### src/common/accu_cmd_defs.vh
// Constants for the accumulator-transfer, error-clear and interrupt command unit
`ifndef ACCU_CMD_DEFS_VH
`define ACCU_CMD_DEFS_VH

// ----------------------------------------------------------------
// Opcodes
// ----------------------------------------------------------------
`define OP_IRQ_ENABLE      8'h19
`define OP_IRQ_DISABLE     8'h1a
`define OP_ACCU_TO_AXIS    8'h22
`define OP_ACCU_TO_GLOBAL  8'h23
`define OP_CLEAR_ERRORS    8'h24
`define OP_DEFINE_ENTRY    8'h25
`define OP_RETURN_HANDLER  8'h26

// ----------------------------------------------------------------
// Field values
// ----------------------------------------------------------------
`define IRQ_GLOBAL_NUM     8'hff
`define BANK_AXIS_GLOBAL   8'h00
`define BANK_USER_VARS     8'h02
`define BANK_INTERRUPTS    8'h03
`define CLR_ALL            8'h00
`define CLR_LAST           8'h05
`define ERR_FLAG_N         5

// ----------------------------------------------------------------
// Reply status codes
// ----------------------------------------------------------------
`define STATUS_OK          8'h64
`define STATUS_BAD_CMD     8'h02
`define STATUS_BAD_TYPE    8'h03
`define STATUS_BAD_VALUE   8'h04
`define STATUS_IDLE        8'h00

// ----------------------------------------------------------------
// Register byte offsets
// ----------------------------------------------------------------
`define REG_CMD            8'h00
`define REG_VALUE          8'h04
`define REG_REPLY          8'h08
`define REG_ACCU           8'h10
`define REG_XREG           8'h14
`define REG_COND_FLAGS     8'h18
`define REG_PROG_COUNTER   8'h1c
`define REG_ERR_FLAGS      8'h20
`define REG_IRQ_CTRL       8'h24
`define REG_EVT_STATUS     8'h28
`define REG_EVT_MASK       8'h2c

// ----------------------------------------------------------------
// Event status bit positions and reset values
// ----------------------------------------------------------------
`define EVT_CMD_DONE       0
`define EVT_CMD_ERROR      1
`define EVT_HANDLER_ENTRY  2
`define EVT_HANDLER_RETURN 3
`define EVT_N              4
`define RST_WORD           32'h0000_0000
`define RST_EVT_MASK       4'h0

`endif

### src/core/accu_irq_cmd_unit.v
// Command unit: accumulator transfers, error-flag clear and interrupt control
`timescale 1ns/1ps
`include "accu_cmd_defs.vh"
module accu_irq_cmd_unit #(
  parameter SRC_N = 16,
  parameter IDX_W = 4,
  parameter PC_W  = 16
) (
  input  wire                    clock,
  input  wire                    rst,
  input  wire                    psel,
  input  wire                    penable,
  input  wire                    pwrite,
  input  wire [7:0]              paddr,
  input  wire [31:0]             pwdata,
  output wire                    pready,
  output wire                    pslverr,
  output reg  [31:0]             prdata,
  input  wire [SRC_N-1:0]        irq_req,
  input  wire [`ERR_FLAG_N-1:0]  err_set,
  output reg                     axis_wr_stb,
  output reg  [7:0]              axis_wr_param,
  output reg  [7:0]              axis_wr_motor,
  output reg  [31:0]             axis_wr_data,
  output reg                     glob_wr_stb,
  output reg  [7:0]              glob_wr_param,
  output reg  [7:0]              glob_wr_bank,
  output reg  [31:0]             glob_wr_data,
  output wire [`ERR_FLAG_N-1:0]  err_flags,
  output wire [PC_W-1:0]         prog_counter,
  output wire                    in_handler,
  output wire                    irq
);

  // ----------------------------------------------------------------
  // State
  // ----------------------------------------------------------------
  reg  [31:0]            accu_r;
  reg  [31:0]            xreg_r;
  reg  [7:0]             cflags_r;
  reg  [PC_W-1:0]        pc_r;
  reg  [31:0]            sv_accu_r;
  reg  [31:0]            sv_xreg_r;
  reg  [7:0]             sv_cflags_r;
  reg  [PC_W-1:0]        sv_pc_r;
  reg                    in_hdl_r;
  reg                    gie_r;
  reg  [31:0]            value_r;
  reg  [7:0]             rep_status_r;
  reg  [7:0]             rep_op_r;
  reg  [`ERR_FLAG_N-1:0] err_r;
  reg  [`ERR_FLAG_N-1:0] err_clr;
  reg  [`EVT_N-1:0]      evt_r;
  reg  [`EVT_N-1:0]      mask_r;
  reg  [`EVT_N-1:0]      evt_set;
  reg  [7:0]             status_nxt;
  reg                    ok;
  reg                    vec_wr;
  reg                    en_set;
  reg                    en_clr;
  reg                    gie_set;
  reg                    gie_clr;
  reg                    do_axis;
  reg                    do_glob;
  reg                    do_ret;
  reg  [31:0]            rd_nxt;
  reg                    mapped;

  wire                   acc_wr  = psel & penable & pwrite;
  wire                   acc_rd  = psel & penable & ~pwrite;
  wire                   cmd_go  = acc_wr & (paddr == `REG_CMD);
  wire [7:0]             op      = pwdata[7:0];
  wire [7:0]             typ     = pwdata[15:8];
  wire [7:0]             bank    = pwdata[23:16];
  wire                   src_ok  = (typ < SRC_N);
  wire [IDX_W-1:0]       sel_idx = typ[IDX_W-1:0];
  wire [SRC_N-1:0]       enables;
  wire                   pick_valid;
  wire [IDX_W-1:0]       pick_idx;
  wire [PC_W-1:0]        pick_addr;
  // Commands own the cycle; an interrupt waits one cycle behind them
  wire                   take = pick_valid & gie_r & ~in_hdl_r & ~cmd_go;

  // ----------------------------------------------------------------
  // Command decode
  // ----------------------------------------------------------------
  always @* begin
    ok      = 1'b0;
    vec_wr  = 1'b0;
    en_set  = 1'b0;
    en_clr  = 1'b0;
    gie_set = 1'b0;
    gie_clr = 1'b0;
    do_axis = 1'b0;
    do_glob = 1'b0;
    do_ret  = 1'b0;
    err_clr = {`ERR_FLAG_N{1'b0}};
    status_nxt = `STATUS_BAD_CMD;
    case (op)
      `OP_ACCU_TO_AXIS: begin
        do_axis = 1'b1;
        ok      = 1'b1;
      end
      `OP_ACCU_TO_GLOBAL: begin
        if (bank == `BANK_AXIS_GLOBAL || bank == `BANK_USER_VARS ||
            bank == `BANK_INTERRUPTS) begin
          do_glob = 1'b1;
          ok      = 1'b1;
        end else begin
          status_nxt = `STATUS_BAD_VALUE;
        end
      end
      `OP_CLEAR_ERRORS: begin
        if (typ == `CLR_ALL) begin
          err_clr = {`ERR_FLAG_N{1'b1}};
          ok      = 1'b1;
        end else if (typ <= `CLR_LAST) begin
          err_clr = 5'h01 << (typ[2:0] - 3'h1);
          ok      = 1'b1;
        end else begin
          status_nxt = `STATUS_BAD_TYPE;
        end
      end
      `OP_IRQ_ENABLE: begin
        if (typ == `IRQ_GLOBAL_NUM) begin
          gie_set = 1'b1;
          ok      = 1'b1;
        end else if (src_ok) begin
          en_set = 1'b1;
          ok     = 1'b1;
        end else begin
          status_nxt = `STATUS_BAD_TYPE;
        end
      end
      `OP_IRQ_DISABLE: begin
        if (typ == `IRQ_GLOBAL_NUM) begin
          gie_clr = 1'b1;
          ok      = 1'b1;
        end else if (src_ok) begin
          en_clr = 1'b1;
          ok     = 1'b1;
        end else begin
          status_nxt = `STATUS_BAD_TYPE;
        end
      end
      `OP_DEFINE_ENTRY: begin
        if (src_ok) begin
          vec_wr = 1'b1;
          ok     = 1'b1;
        end else begin
          status_nxt = `STATUS_BAD_TYPE;
        end
      end
      `OP_RETURN_HANDLER: begin
        // Return outside a handler would restore stale state, so refuse it
        if (in_hdl_r) begin
          do_ret = 1'b1;
          ok     = 1'b1;
        end
      end
      default: begin
        status_nxt = `STATUS_BAD_CMD;
      end
    endcase
    if (ok)
      status_nxt = `STATUS_OK;
  end

  handler_vector_table #(
    .SRC_N (SRC_N),
    .IDX_W (IDX_W),
    .PC_W  (PC_W)
  ) u_vec (
    .clock      (clock),
    .rst        (rst),
    .vec_wr     (cmd_go & vec_wr),
    .en_set     (cmd_go & en_set),
    .en_clr     (cmd_go & en_clr),
    .sel_idx    (sel_idx),
    .vec_addr   (value_r[PC_W-1:0]),
    .req        (irq_req),
    .take       (take),
    .enables    (enables),
    .defined    (),
    .pick_valid (pick_valid),
    .pick_idx   (pick_idx),
    .pick_addr  (pick_addr)
  );

  // ----------------------------------------------------------------
  // Execution, handler entry and return
  // ----------------------------------------------------------------
  always @(posedge clock or posedge rst) begin
    if (rst) begin
      accu_r       <= `RST_WORD;
      xreg_r       <= `RST_WORD;
      cflags_r     <= 8'h00;
      pc_r         <= {PC_W{1'b0}};
      sv_accu_r    <= `RST_WORD;
      sv_xreg_r    <= `RST_WORD;
      sv_cflags_r  <= 8'h00;
      sv_pc_r      <= {PC_W{1'b0}};
      in_hdl_r     <= 1'b0;
      gie_r        <= 1'b0;
      value_r      <= `RST_WORD;
      rep_status_r <= `STATUS_IDLE;
      rep_op_r     <= 8'h00;
      axis_wr_stb  <= 1'b0;
      axis_wr_param <= 8'h00;
      axis_wr_motor <= 8'h00;
      axis_wr_data <= `RST_WORD;
      glob_wr_stb  <= 1'b0;
      glob_wr_param <= 8'h00;
      glob_wr_bank <= 8'h00;
      glob_wr_data <= `RST_WORD;
    end else begin
      axis_wr_stb <= cmd_go & do_axis;
      glob_wr_stb <= cmd_go & do_glob;
      if (acc_wr && paddr == `REG_VALUE)
        value_r <= pwdata;
      if (acc_wr && paddr == `REG_ACCU)
        accu_r <= pwdata;
      if (acc_wr && paddr == `REG_XREG)
        xreg_r <= pwdata;
      if (acc_wr && paddr == `REG_COND_FLAGS)
        cflags_r <= pwdata[7:0];
      if (acc_wr && paddr == `REG_PROG_COUNTER)
        pc_r <= pwdata[PC_W-1:0];
      if (cmd_go) begin
        rep_status_r <= status_nxt;
        rep_op_r     <= op;
        if (do_axis) begin
          axis_wr_param <= typ;
          axis_wr_motor <= bank;
          axis_wr_data  <= accu_r;
        end
        if (do_glob) begin
          glob_wr_param <= typ;
          glob_wr_bank  <= bank;
          glob_wr_data  <= accu_r;
        end
        if (gie_set)
          gie_r <= 1'b1;
        if (gie_clr)
          gie_r <= 1'b0;
        if (do_ret) begin
          accu_r   <= sv_accu_r;
          xreg_r   <= sv_xreg_r;
          cflags_r <= sv_cflags_r;
          pc_r     <= sv_pc_r;
          in_hdl_r <= 1'b0;
        end
      end else if (take) begin
        sv_accu_r   <= accu_r;
        sv_xreg_r   <= xreg_r;
        sv_cflags_r <= cflags_r;
        sv_pc_r     <= pc_r;
        pc_r        <= pick_addr;
        in_hdl_r    <= 1'b1;
      end
    end
  end

  // ----------------------------------------------------------------
  // Error flags: a new error wins over a clear in the same cycle
  // ----------------------------------------------------------------
  always @(posedge clock or posedge rst) begin
    if (rst)
      err_r <= {`ERR_FLAG_N{1'b0}};
    else
      err_r <= (err_r & ~(cmd_go ? err_clr : {`ERR_FLAG_N{1'b0}})) | err_set;
  end

  // ----------------------------------------------------------------
  // Event status, mask and interrupt line
  // ----------------------------------------------------------------
  always @* begin
    evt_set = {`EVT_N{1'b0}};
    evt_set[`EVT_CMD_DONE]       = cmd_go & ok;
    evt_set[`EVT_CMD_ERROR]      = cmd_go & ~ok;
    evt_set[`EVT_HANDLER_ENTRY]  = take;
    evt_set[`EVT_HANDLER_RETURN] = cmd_go & do_ret;
  end

  always @(posedge clock or posedge rst) begin
    if (rst) begin
      evt_r  <= {`EVT_N{1'b0}};
      mask_r <= `RST_EVT_MASK;
    end else begin
      // Clear only what the setup cycle captured; a later event survives
      if (acc_rd && paddr == `REG_EVT_STATUS)
        evt_r <= (evt_r & ~prdata[`EVT_N-1:0]) | evt_set;
      else
        evt_r <= evt_r | evt_set;
      if (acc_wr && paddr == `REG_EVT_MASK)
        mask_r <= pwdata[`EVT_N-1:0];
    end
  end

  // ----------------------------------------------------------------
  // Register read; data captured in the setup cycle
  // ----------------------------------------------------------------
  always @* begin
    rd_nxt = `RST_WORD;
    mapped = 1'b1;
    case (paddr)
      `REG_CMD:          rd_nxt = {24'h000000, rep_op_r};
      `REG_VALUE:        rd_nxt = value_r;
      `REG_REPLY:        rd_nxt = {16'h0000, rep_op_r, rep_status_r};
      `REG_ACCU:         rd_nxt = accu_r;
      `REG_XREG:         rd_nxt = xreg_r;
      `REG_COND_FLAGS:   rd_nxt = {24'h000000, cflags_r};
      `REG_PROG_COUNTER: rd_nxt[PC_W-1:0] = pc_r;
      `REG_ERR_FLAGS:    rd_nxt[`ERR_FLAG_N-1:0] = err_r;
      `REG_IRQ_CTRL: begin
        rd_nxt[0] = gie_r;
        rd_nxt[1] = in_hdl_r;
        rd_nxt[16 +: SRC_N] = enables;
      end
      `REG_EVT_STATUS:   rd_nxt[`EVT_N-1:0] = evt_r;
      `REG_EVT_MASK:     rd_nxt[`EVT_N-1:0] = mask_r;
      default:           mapped = 1'b0;
    endcase
  end

  always @(posedge clock or posedge rst) begin
    if (rst)
      prdata <= `RST_WORD;
    else if (psel && !penable)
      prdata <= rd_nxt;
  end

  // Zero wait states; unmapped offsets answer with an error
  assign pready       = 1'b1;
  assign pslverr      = psel & penable & ~mapped;
  assign err_flags    = err_r;
  assign prog_counter = pc_r;
  assign in_handler   = in_hdl_r;
  assign irq          = |(evt_r & mask_r);

endmodule // accu_irq_cmd_unit

### src/core/handler_vector_table.v
// Per-source interrupt enables, handler entry vectors and pending requests
`timescale 1ns/1ps
module handler_vector_table #(
  parameter SRC_N = 16,
  parameter IDX_W = 4,
  parameter PC_W  = 16
) (
  input  wire                   clock,
  input  wire                   rst,
  input  wire                   vec_wr,
  input  wire                   en_set,
  input  wire                   en_clr,
  input  wire [IDX_W-1:0]       sel_idx,
  input  wire [PC_W-1:0]        vec_addr,
  input  wire [SRC_N-1:0]       req,
  input  wire                   take,
  output wire [SRC_N-1:0]       enables,
  output wire [SRC_N-1:0]       defined,
  output reg                    pick_valid,
  output reg  [IDX_W-1:0]       pick_idx,
  output reg  [PC_W-1:0]        pick_addr
);

  wire [SRC_N-1:0]      pend;
  wire [SRC_N*PC_W-1:0] vec_flat;
  integer               i;

  // ----------------------------------------------------------------
  // One entry per interrupt source
  // ----------------------------------------------------------------
  genvar k;
  generate
    for (k = 0; k < SRC_N; k = k + 1) begin : g_ent
      reg [PC_W-1:0] vec_r;
      reg            def_r;
      reg            en_r;
      reg            pend_r;
      wire           hit = (sel_idx == k[IDX_W-1:0]);
      always @(posedge clock or posedge rst) begin
        if (rst) begin
          vec_r  <= {PC_W{1'b0}};
          def_r  <= 1'b0;
          en_r   <= 1'b0;
          pend_r <= 1'b0;
        end else begin
          if (vec_wr && hit) begin
            vec_r <= vec_addr;
            def_r <= 1'b1;
          end
          if (en_set && hit)
            en_r <= 1'b1;
          else if (en_clr && hit)
            en_r <= 1'b0;
          // New request wins over the clear of the one just taken
          if (req[k])
            pend_r <= 1'b1;
          else if (take && pick_idx == k[IDX_W-1:0])
            pend_r <= 1'b0;
        end
      end
      assign enables[k] = en_r;
      assign defined[k] = def_r;
      assign pend[k]    = pend_r;
      assign vec_flat[k*PC_W +: PC_W] = vec_r;
    end
  endgenerate

  // ----------------------------------------------------------------
  // Lowest numbered eligible source wins
  // ----------------------------------------------------------------
  always @* begin
    pick_valid = 1'b0;
    pick_idx   = {IDX_W{1'b0}};
    pick_addr  = {PC_W{1'b0}};
    for (i = SRC_N - 1; i >= 0; i = i - 1) begin
      if (pend[i] && enables[i] && defined[i]) begin
        pick_valid = 1'b1;
        pick_idx   = i[IDX_W-1:0];
        pick_addr  = vec_flat[i*PC_W +: PC_W];
      end
    end
  end

endmodule // handler_vector_table
### config.mk
export PLATFORM = sky130hd
export DESIGN_NAME = accu_irq_cmd_unit
export DESIGN_NICKNAME = d
export VERILOG_FILES = /design/src/core/accu_irq_cmd_unit.v /design/src/core/handler_vector_table.v
export VERILOG_INCLUDE_DIRS = /design/src /design/src/common
export SDC_FILE = /design/constraint.sdc
export NUM_CORES = 2
export LEC_CHECK = 0
export BUFFER_PORTS_ARGS = -buffer_cell sky130_fd_sc_hd__buf_2
export CORE_MARGIN = 2
export CORE_UTILIZATION = 40
export CTS_BUF_LIST = sky130_fd_sc_hd__clkbuf_8
export DETAILED_ROUTE_END_ITERATION = 12
export PLACE_DENSITY = 0.64
export SLEW_MARGIN = 20
export SYNTH_ARGS = -nofsm -noshare
export SYNTH_HDL_FRONTEND = slang
export SYNTH_SLANG_ARGS = --single-unit
### constraint.sdc
create_clock -name clock -period 31.7 [get_ports clock]
set_input_delay 3.17 -clock clock [delete_from_list [all_inputs] [get_ports clock]]
set_output_delay 3.17 -clock clock [all_outputs]
set_load 0.03 [all_outputs]
# ---- Word-level counts from Yosys, hierarchy flattened
# Index checks and enable logic that the tools add are counted.
dict set report word_totals {
  wordCells 492
  out_inout_bits 155
  input_bits 66
  regBits 673
}
dict set report classes {
  n_eq_ne 51
  shifts 1
  magnitude_cmp 2
  n_reduce_logical 154
  n_bitwise 29
  mux 165
  n_addsub 1
}
# operator n
set op_table {}
lappend op_table {{16-bit two-way mux} 20}
lappend op_table {{32-bit two-way mux} 6}
lappend op_table {{1-bit two-way mux} 106}
lappend op_table {{1-bit logical AND} 104}
lappend op_table {{11-bit case mux with 7 select lines} 1}
lappend op_table {{8-bit by 6-bit == test with 1-bit output (second input constant)} 9}
lappend op_table {{4-bit two-way mux} 17}
lappend op_table {{2-bit nonzero test} 34}
lappend op_table {{4-bit == test (second input constant)} 16}
lappend op_table {{16-bit case mux with 4 select lines} 1}
lappend op_table {{8-bit by 5-bit == test with 1-bit output (second input constant)} 6}
lappend op_table {{4-bit by 3-bit == test with 1-bit output (second input constant)} 8}
lappend op_table {{8-bit two-way mux} 4}
lappend op_table {{8-bit zero test} 3}
lappend op_table {{2-bit case mux with 11 select lines} 1}
lappend op_table {{5-bit two-way mux} 4}
lappend op_table {{2-bit case mux with 10 select lines} 1}
lappend op_table {{1-bit bitwise AND} 16}
lappend op_table {{4-bit by 2-bit == test with 1-bit output (second input constant)} 4}
lappend op_table {{8-bit by 2-bit == test with 1-bit output (second input constant)} 2}
lappend op_table {{3-bit case mux with 4 select lines} 1}
lappend op_table {{11-bit OR reduction} 1}
lappend op_table {{2-bit AND reduction} 5}
lappend op_table {{4-bit bitwise AND} 2}
lappend op_table {{other kinds (23)} 31}

# ---- Logic depth before layout (Yosys ltp)
dict set report logic_depth {
  depth_word 24
  mapped_depth 10
  ltp_nobuf 6
}

# ---- Hierarchy
# From an unflattened synthesis, not the netlist that was laid out.
dict set report unflattened {
  cells_unflattened 2549
  hier_area_um2 30431.7
}
# module cells_each seq_area_each_um2 area_per_inst_um2 n_inst
set by_module_without_submodules {}
lappend by_module_without_submodules {accu_irq_cmd_unit 1365 9133.8 16235.6 1}
lappend by_module_without_submodules {handler_vector_table 1184 7607.3 14196.1 1}

# ---- Least setup slack after synthesis
# No wires, ideal clock.
dict set report synth_timing {
  path_kind {in2out}
  from {input paddr[3]}
  to {output pslverr}
  required_time_ns 28.530
  stages 7
  path_buffers 2
  t_arrival_ns 4.886
  slack_ns 23.644
  path_cell_list {clkbuf_1 -> buf_1 -> xor2_1 -> nand2_1 -> a21oi_1 -> nor2_1 -> nor3_1}
}
dict set report synth_via {
  elab_chain_cells 5
  elab_cells_between_ends 15
  classes_between {10 x eq/ne; 1 x mux; 2 x bitwise; 2 x reduce/logical}
}
# item line_no
set synth_rtl {}
lappend synth_rtl {{start, declared} accu_irq_cmd_unit.v:14} ;# input wire [7:0] paddr,
lappend synth_rtl {{8-bit by 3-bit == test with 1-bit output (tied with other cells)} accu_irq_cmd_unit.v:306} ;# case (paddr)
lappend synth_rtl {{11-bit OR reduction (no line) (*)} -}
lappend synth_rtl {{1-bit two-way mux (*)} accu_irq_cmd_unit.v:306}
lappend synth_rtl {{1-bit inverter (*)} accu_irq_cmd_unit.v:335} ;# assign pslverr = psel & penable & ~mapped;
lappend synth_rtl {{1-bit bitwise AND (*)} accu_irq_cmd_unit.v:335}
lappend synth_rtl {{end, declared} accu_irq_cmd_unit.v:17} ;# output wire pslverr,
# Mark *: on every way between the ends. The rest lies on a longest branch, timed or not.

# ---- Final worst setup path
dict set report layout_timing {
  from {input paddr[4]}
  to {output pslverr}
}
# The elaborated chain is that of the path after synthesis.

==> results.sh <==
export IMPL_outcome="finished clean"
export IMPL_port_buffers=219
export IMPL_nets=2788
export IMPL_r2r_end="prog_counter[6]$_DFF_PP0_"
export IMPL_power_mw=1.66
export IMPL_drive_gt1_frac=0.341
export IMPL_ant_nets=0
export IMPL_gp_congestion=0.929
export IMPL_cts_tree="done"
export IMPL_finalHoldViolCount=0
export IMPL_final_setup_tns_ns=0
export IMPL_grt_pass1_vias=22500
export IMPL_dpl_cell_area_um2=32200
export IMPL_start_kind="input pin"
export IMPL_worst_pin_slew_ns=1.17
export IMPL_r2r_start="u_vec.g_ent[0].en_r$_DFFE_PP0P_"
export IMPL_numCtsBuffers=111
export IMPL_cts_htree_levels=3
export IMPL_drt_wl_total_um=95200
export IMPL_coreArea_um2=74700
export IMPL_syn_area_um2=30300
export IMPL_synthesis_nets=2600
export IMPL_ir_drop_mv=0.0317
export IMPL_wl_per_cell_um=25.2
export IMPL_finalMaxSlewViolations=0
export IMPL_power_static_leakage_nw=17.9
export IMPL_yosysSeqAreaShare=0.553
export IMPL_syn_avg_cell_area_um2=12.0
export IMPL_crit_path_end_kind="primary output"
export IMPL_fillCellCount=6679
export IMPL_clk_pin_slew_ns=0.06
export IMPL_drc=0
export IMPL_dr_first_iter_drc_count=2314
export IMPL_grt_max_degree=170
export IMPL_grt_use_total=0.241
export IMPL_hold_class="flop to flop"
export IMPL_postSynthCellCount=2533
export IMPL_critical_path_peak_fanout=18
export IMPL_post_cts_resized=0
export IMPL_hold_ws_ns=0.480
export IMPL_clk_path_buf_depth=3
export IMPL_cp_required_ns=28.53
export IMPL_synthDistinctLibCells=76
export IMPL_final_area_um2=34400
export IMPL_period_needed_ns=8.17
export IMPL_cts_root_buf="clkbuf_8"
export IMPL_setup_violations=0
export IMPL_async_flop_share=1.00
export IMPL_num_vias=22500
export IMPL_drv_cap=0
export IMPL_first_pass_iters=8
export IMPL_grt_pass1_wl_um=143000
export IMPL_skew_ns=0.0430
export IMPL_initial_core_util=0.405
export IMPL_die_width_um=279
export IMPL_crit_arrival_ns=5.00
export IMPL_ios=221
export IMPL_antenna_found_initial=3
export IMPL_ys_ff_latch=669
export IMPL_synth_enable_flop_cells=0
export IMPL_holdBufCountCts=0
export IMPL_r2r_slack_ns=27.45
export IMPL_critPathCapture="pslverr"
export IMPL_p_per_area_nw_per_um2=48.3
export IMPL_area_growth_pct=13.6
export IMPL_viasPerCell=5.97
export IMPL_cp_startpoint="paddr[4]"
export IMPL_post_cts_buffers=0
export IMPL_path_class="input pin to primary output"
export IMPL_grt_overflow_total=0
export IMPL_clkLatencyLatePin_ns=0.74
export IMPL_dp_hpwl_um=63000
export IMPL_synth_top_flop_cell="dfrtp_1"
export IMPL_core_rowCount=100
export IMPL_finalCritPeriodShare=0.258
export IMPL_max_freq_mhz=122
export IMPL_rsz0062_at_grt="no"
export IMPL_dieArea_um2=77900
export IMPL_layout_common_cells="669 x dfrtp_1, 471 x mux2_2, 219 x buf_2"
export IMPL_die_y_um=279
export IMPL_r2r_worst_path_cells=8
export IMPL_relSlewSlack=0.214
export IMPL_final_common_cell="dfrtp_1"
export IMPL_clock_sinks=669
export IMPL_ys_warn_count=0
-- state kept, by name, indices dropped and copies added (netlist names), 32 cells and up --
name / count
sv_accu_r: 32
u_vec.g_ent.vec_r: 256
prdata: 32
axis_wr_data: 32
sv_xreg_r: 32
value_r: 32
xreg_r: 32
accu_r: 32
glob_wr_data: 32
-- power breakdown --
| group | total, mW | leakage (nW) | switching, mW | internal, mW |
|---|---|---|---|---|
| combinational | 0.0491 | 7.37 | 0.0386 | 0.0105 |
| sequential | 0.864 | 9.23 | 0.00671 | 0.858 |
| clock | 0.749 | 1.30 | 0.355 | 0.394 |
| total | 1.66 | 17.9 | 0.400 | 1.26 |
-- synthesized netlist by cell type, drive strengths merged, types with 3 or more instances --
| cell type | n | area (um2) |
|---|---|---|
| o2111ai | 4 | 35.0 |
| mux2 | 474 | 5350 |
| o2bb2ai | 6 | 52.6 |
| nor4 | 11 | 96.3 |
| or3 | 4 | 25.0 |
| o21ai | 103 | 515 |
| or2 | 19 | 119 |
| and3 | 20 | 125 |
| nor2b | 10 | 62.6 |
| nand3 | 57 | 285 |
| buf | 39 | 239 |
| dfrtp | 669 | 16700 |
| o31ai | 16 | 125 |
| a221o | 3 | 30.0 |
| o211ai | 5 | 37.5 |
| a21o | 13 | 97.6 |
| a222oi | 25 | 250 |
| o21a | 17 | 128 |
| clkbuf | 143 | 537 |
| a2111oi | 13 | 114 |
| mux2i | 101 | 1010 |
| a31oi | 16 | 100 |
| nand2 | 175 | 657 |
| a21oi | 145 | 726 |
| a211oi | 30 | 225 |
| nand4b | 3 | 26.3 |
| a22o | 45 | 394 |
| a2bb2oi | 14 | 123 |
| nor2 | 202 | 848 |
| a32oi | 4 | 35.0 |
| nand4 | 7 | 50.1 |
| inv | 5 | 18.8 |
| a22oi | 10 | 75.1 |
| or4 | 5 | 41.3 |
| o22ai | 3 | 18.8 |
| nor3 | 25 | 130 |
| and2 | 15 | 93.8 |
| o221a | 14 | 158 |
| a221oi | 29 | 254 |
| nand2b | 3 | 18.8 |
-- metrics by stage --
| stage | worst slack [ns] | utilization | std cells |
|---|---|---|---|
| 6_report | 23.53 | 0.461 | 3776 |
| 2_1_floorplan | 9.78 | - | 2533 |
| 3_3_place_gp | 23.50 | 0.431 | 3576 |
| 5_1_grt | 23.37 | 0.460 | 3774 |
| 3_5_place_dp | 23.47 | 0.431 | 3577 |
| 4_1_cts | 23.48 | 0.460 | 3773 |
-- routing by layer --
layer	vias up	GRT usage	share of wire
met5	-	0	0.00015
met3	193	0.0497	0.082
li1	9676	-	-
met4	2	0.0816	0.032
met1	11600	0.336	0.43
met2	1039	0.376	0.45
-- worst min path at each step --
stage	start	to	slack, ns	cells past startpoint
after floorplan	u_vec.g_ent[13].def_r$_DFFE_PP0P_	u_vec.g_ent[13].def_r$_DFFE_PP0P_	0.44	1
after global placement	u_vec.g_ent[13].def_r$_DFFE_PP0P_	u_vec.g_ent[13].def_r$_DFFE_PP0P_	0.45	1
after detailed placement	glob_wr_bank[7]$_DFFE_PP0P_	glob_wr_bank[7]$_DFFE_PP0P_	0.47	1
after CTS	glob_wr_bank[7]$_DFFE_PP0P_	glob_wr_bank[7]$_DFFE_PP0P_	0.48	1
after global routing	glob_wr_bank[7]$_DFFE_PP0P_	glob_wr_bank[7]$_DFFE_PP0P_	0.49	1
final	glob_wr_bank[7]$_DFFE_PP0P_	glob_wr_bank[7]$_DFFE_PP0P_	0.48	1
-- area by class of cell --
class                      instances  area (um2)  area share
antenna                            3        7.51    0.000218
clock buffer                     139        1910      0.0556
clock inverter                    57         279     0.00811
inverter                           5        26.3    0.000764
multi-input combinational       1677       12800       0.373
sequential                       669       16700       0.487
tap                              969        1210      0.0352
timing repair buffer             257        1410      0.0408
-- worst max-delay path: stages --
cell and delay, ns:
buf_2 0.18, nor3_1 0.75, nand2_1 0.15, nor2_1 0.13
buf_4 0.30, nor3_1 0.11, buf_2 0.20
-- kinds of logic (layout without fill, tap and decap cells) --
kind of cell / after synthesis / after routing / share of synthesized area
xor gates and xnor gates: 1 / 1 / 0.000289
AOI/OAI and AO/OA: 532 / 532 / 0.120
muxes: 577 / 577 / 0.212
adders and majority gates: 1 / 1 / 0.000413
buffers and inverters: 187 / 458 / 0.0262
other: 1 / 4 / 0.000124
DFF: 669 / 669 / 0.553
and+or+nand+nor: 565 / 565 / 0.0879
Power figures use the tool's default switching activity.
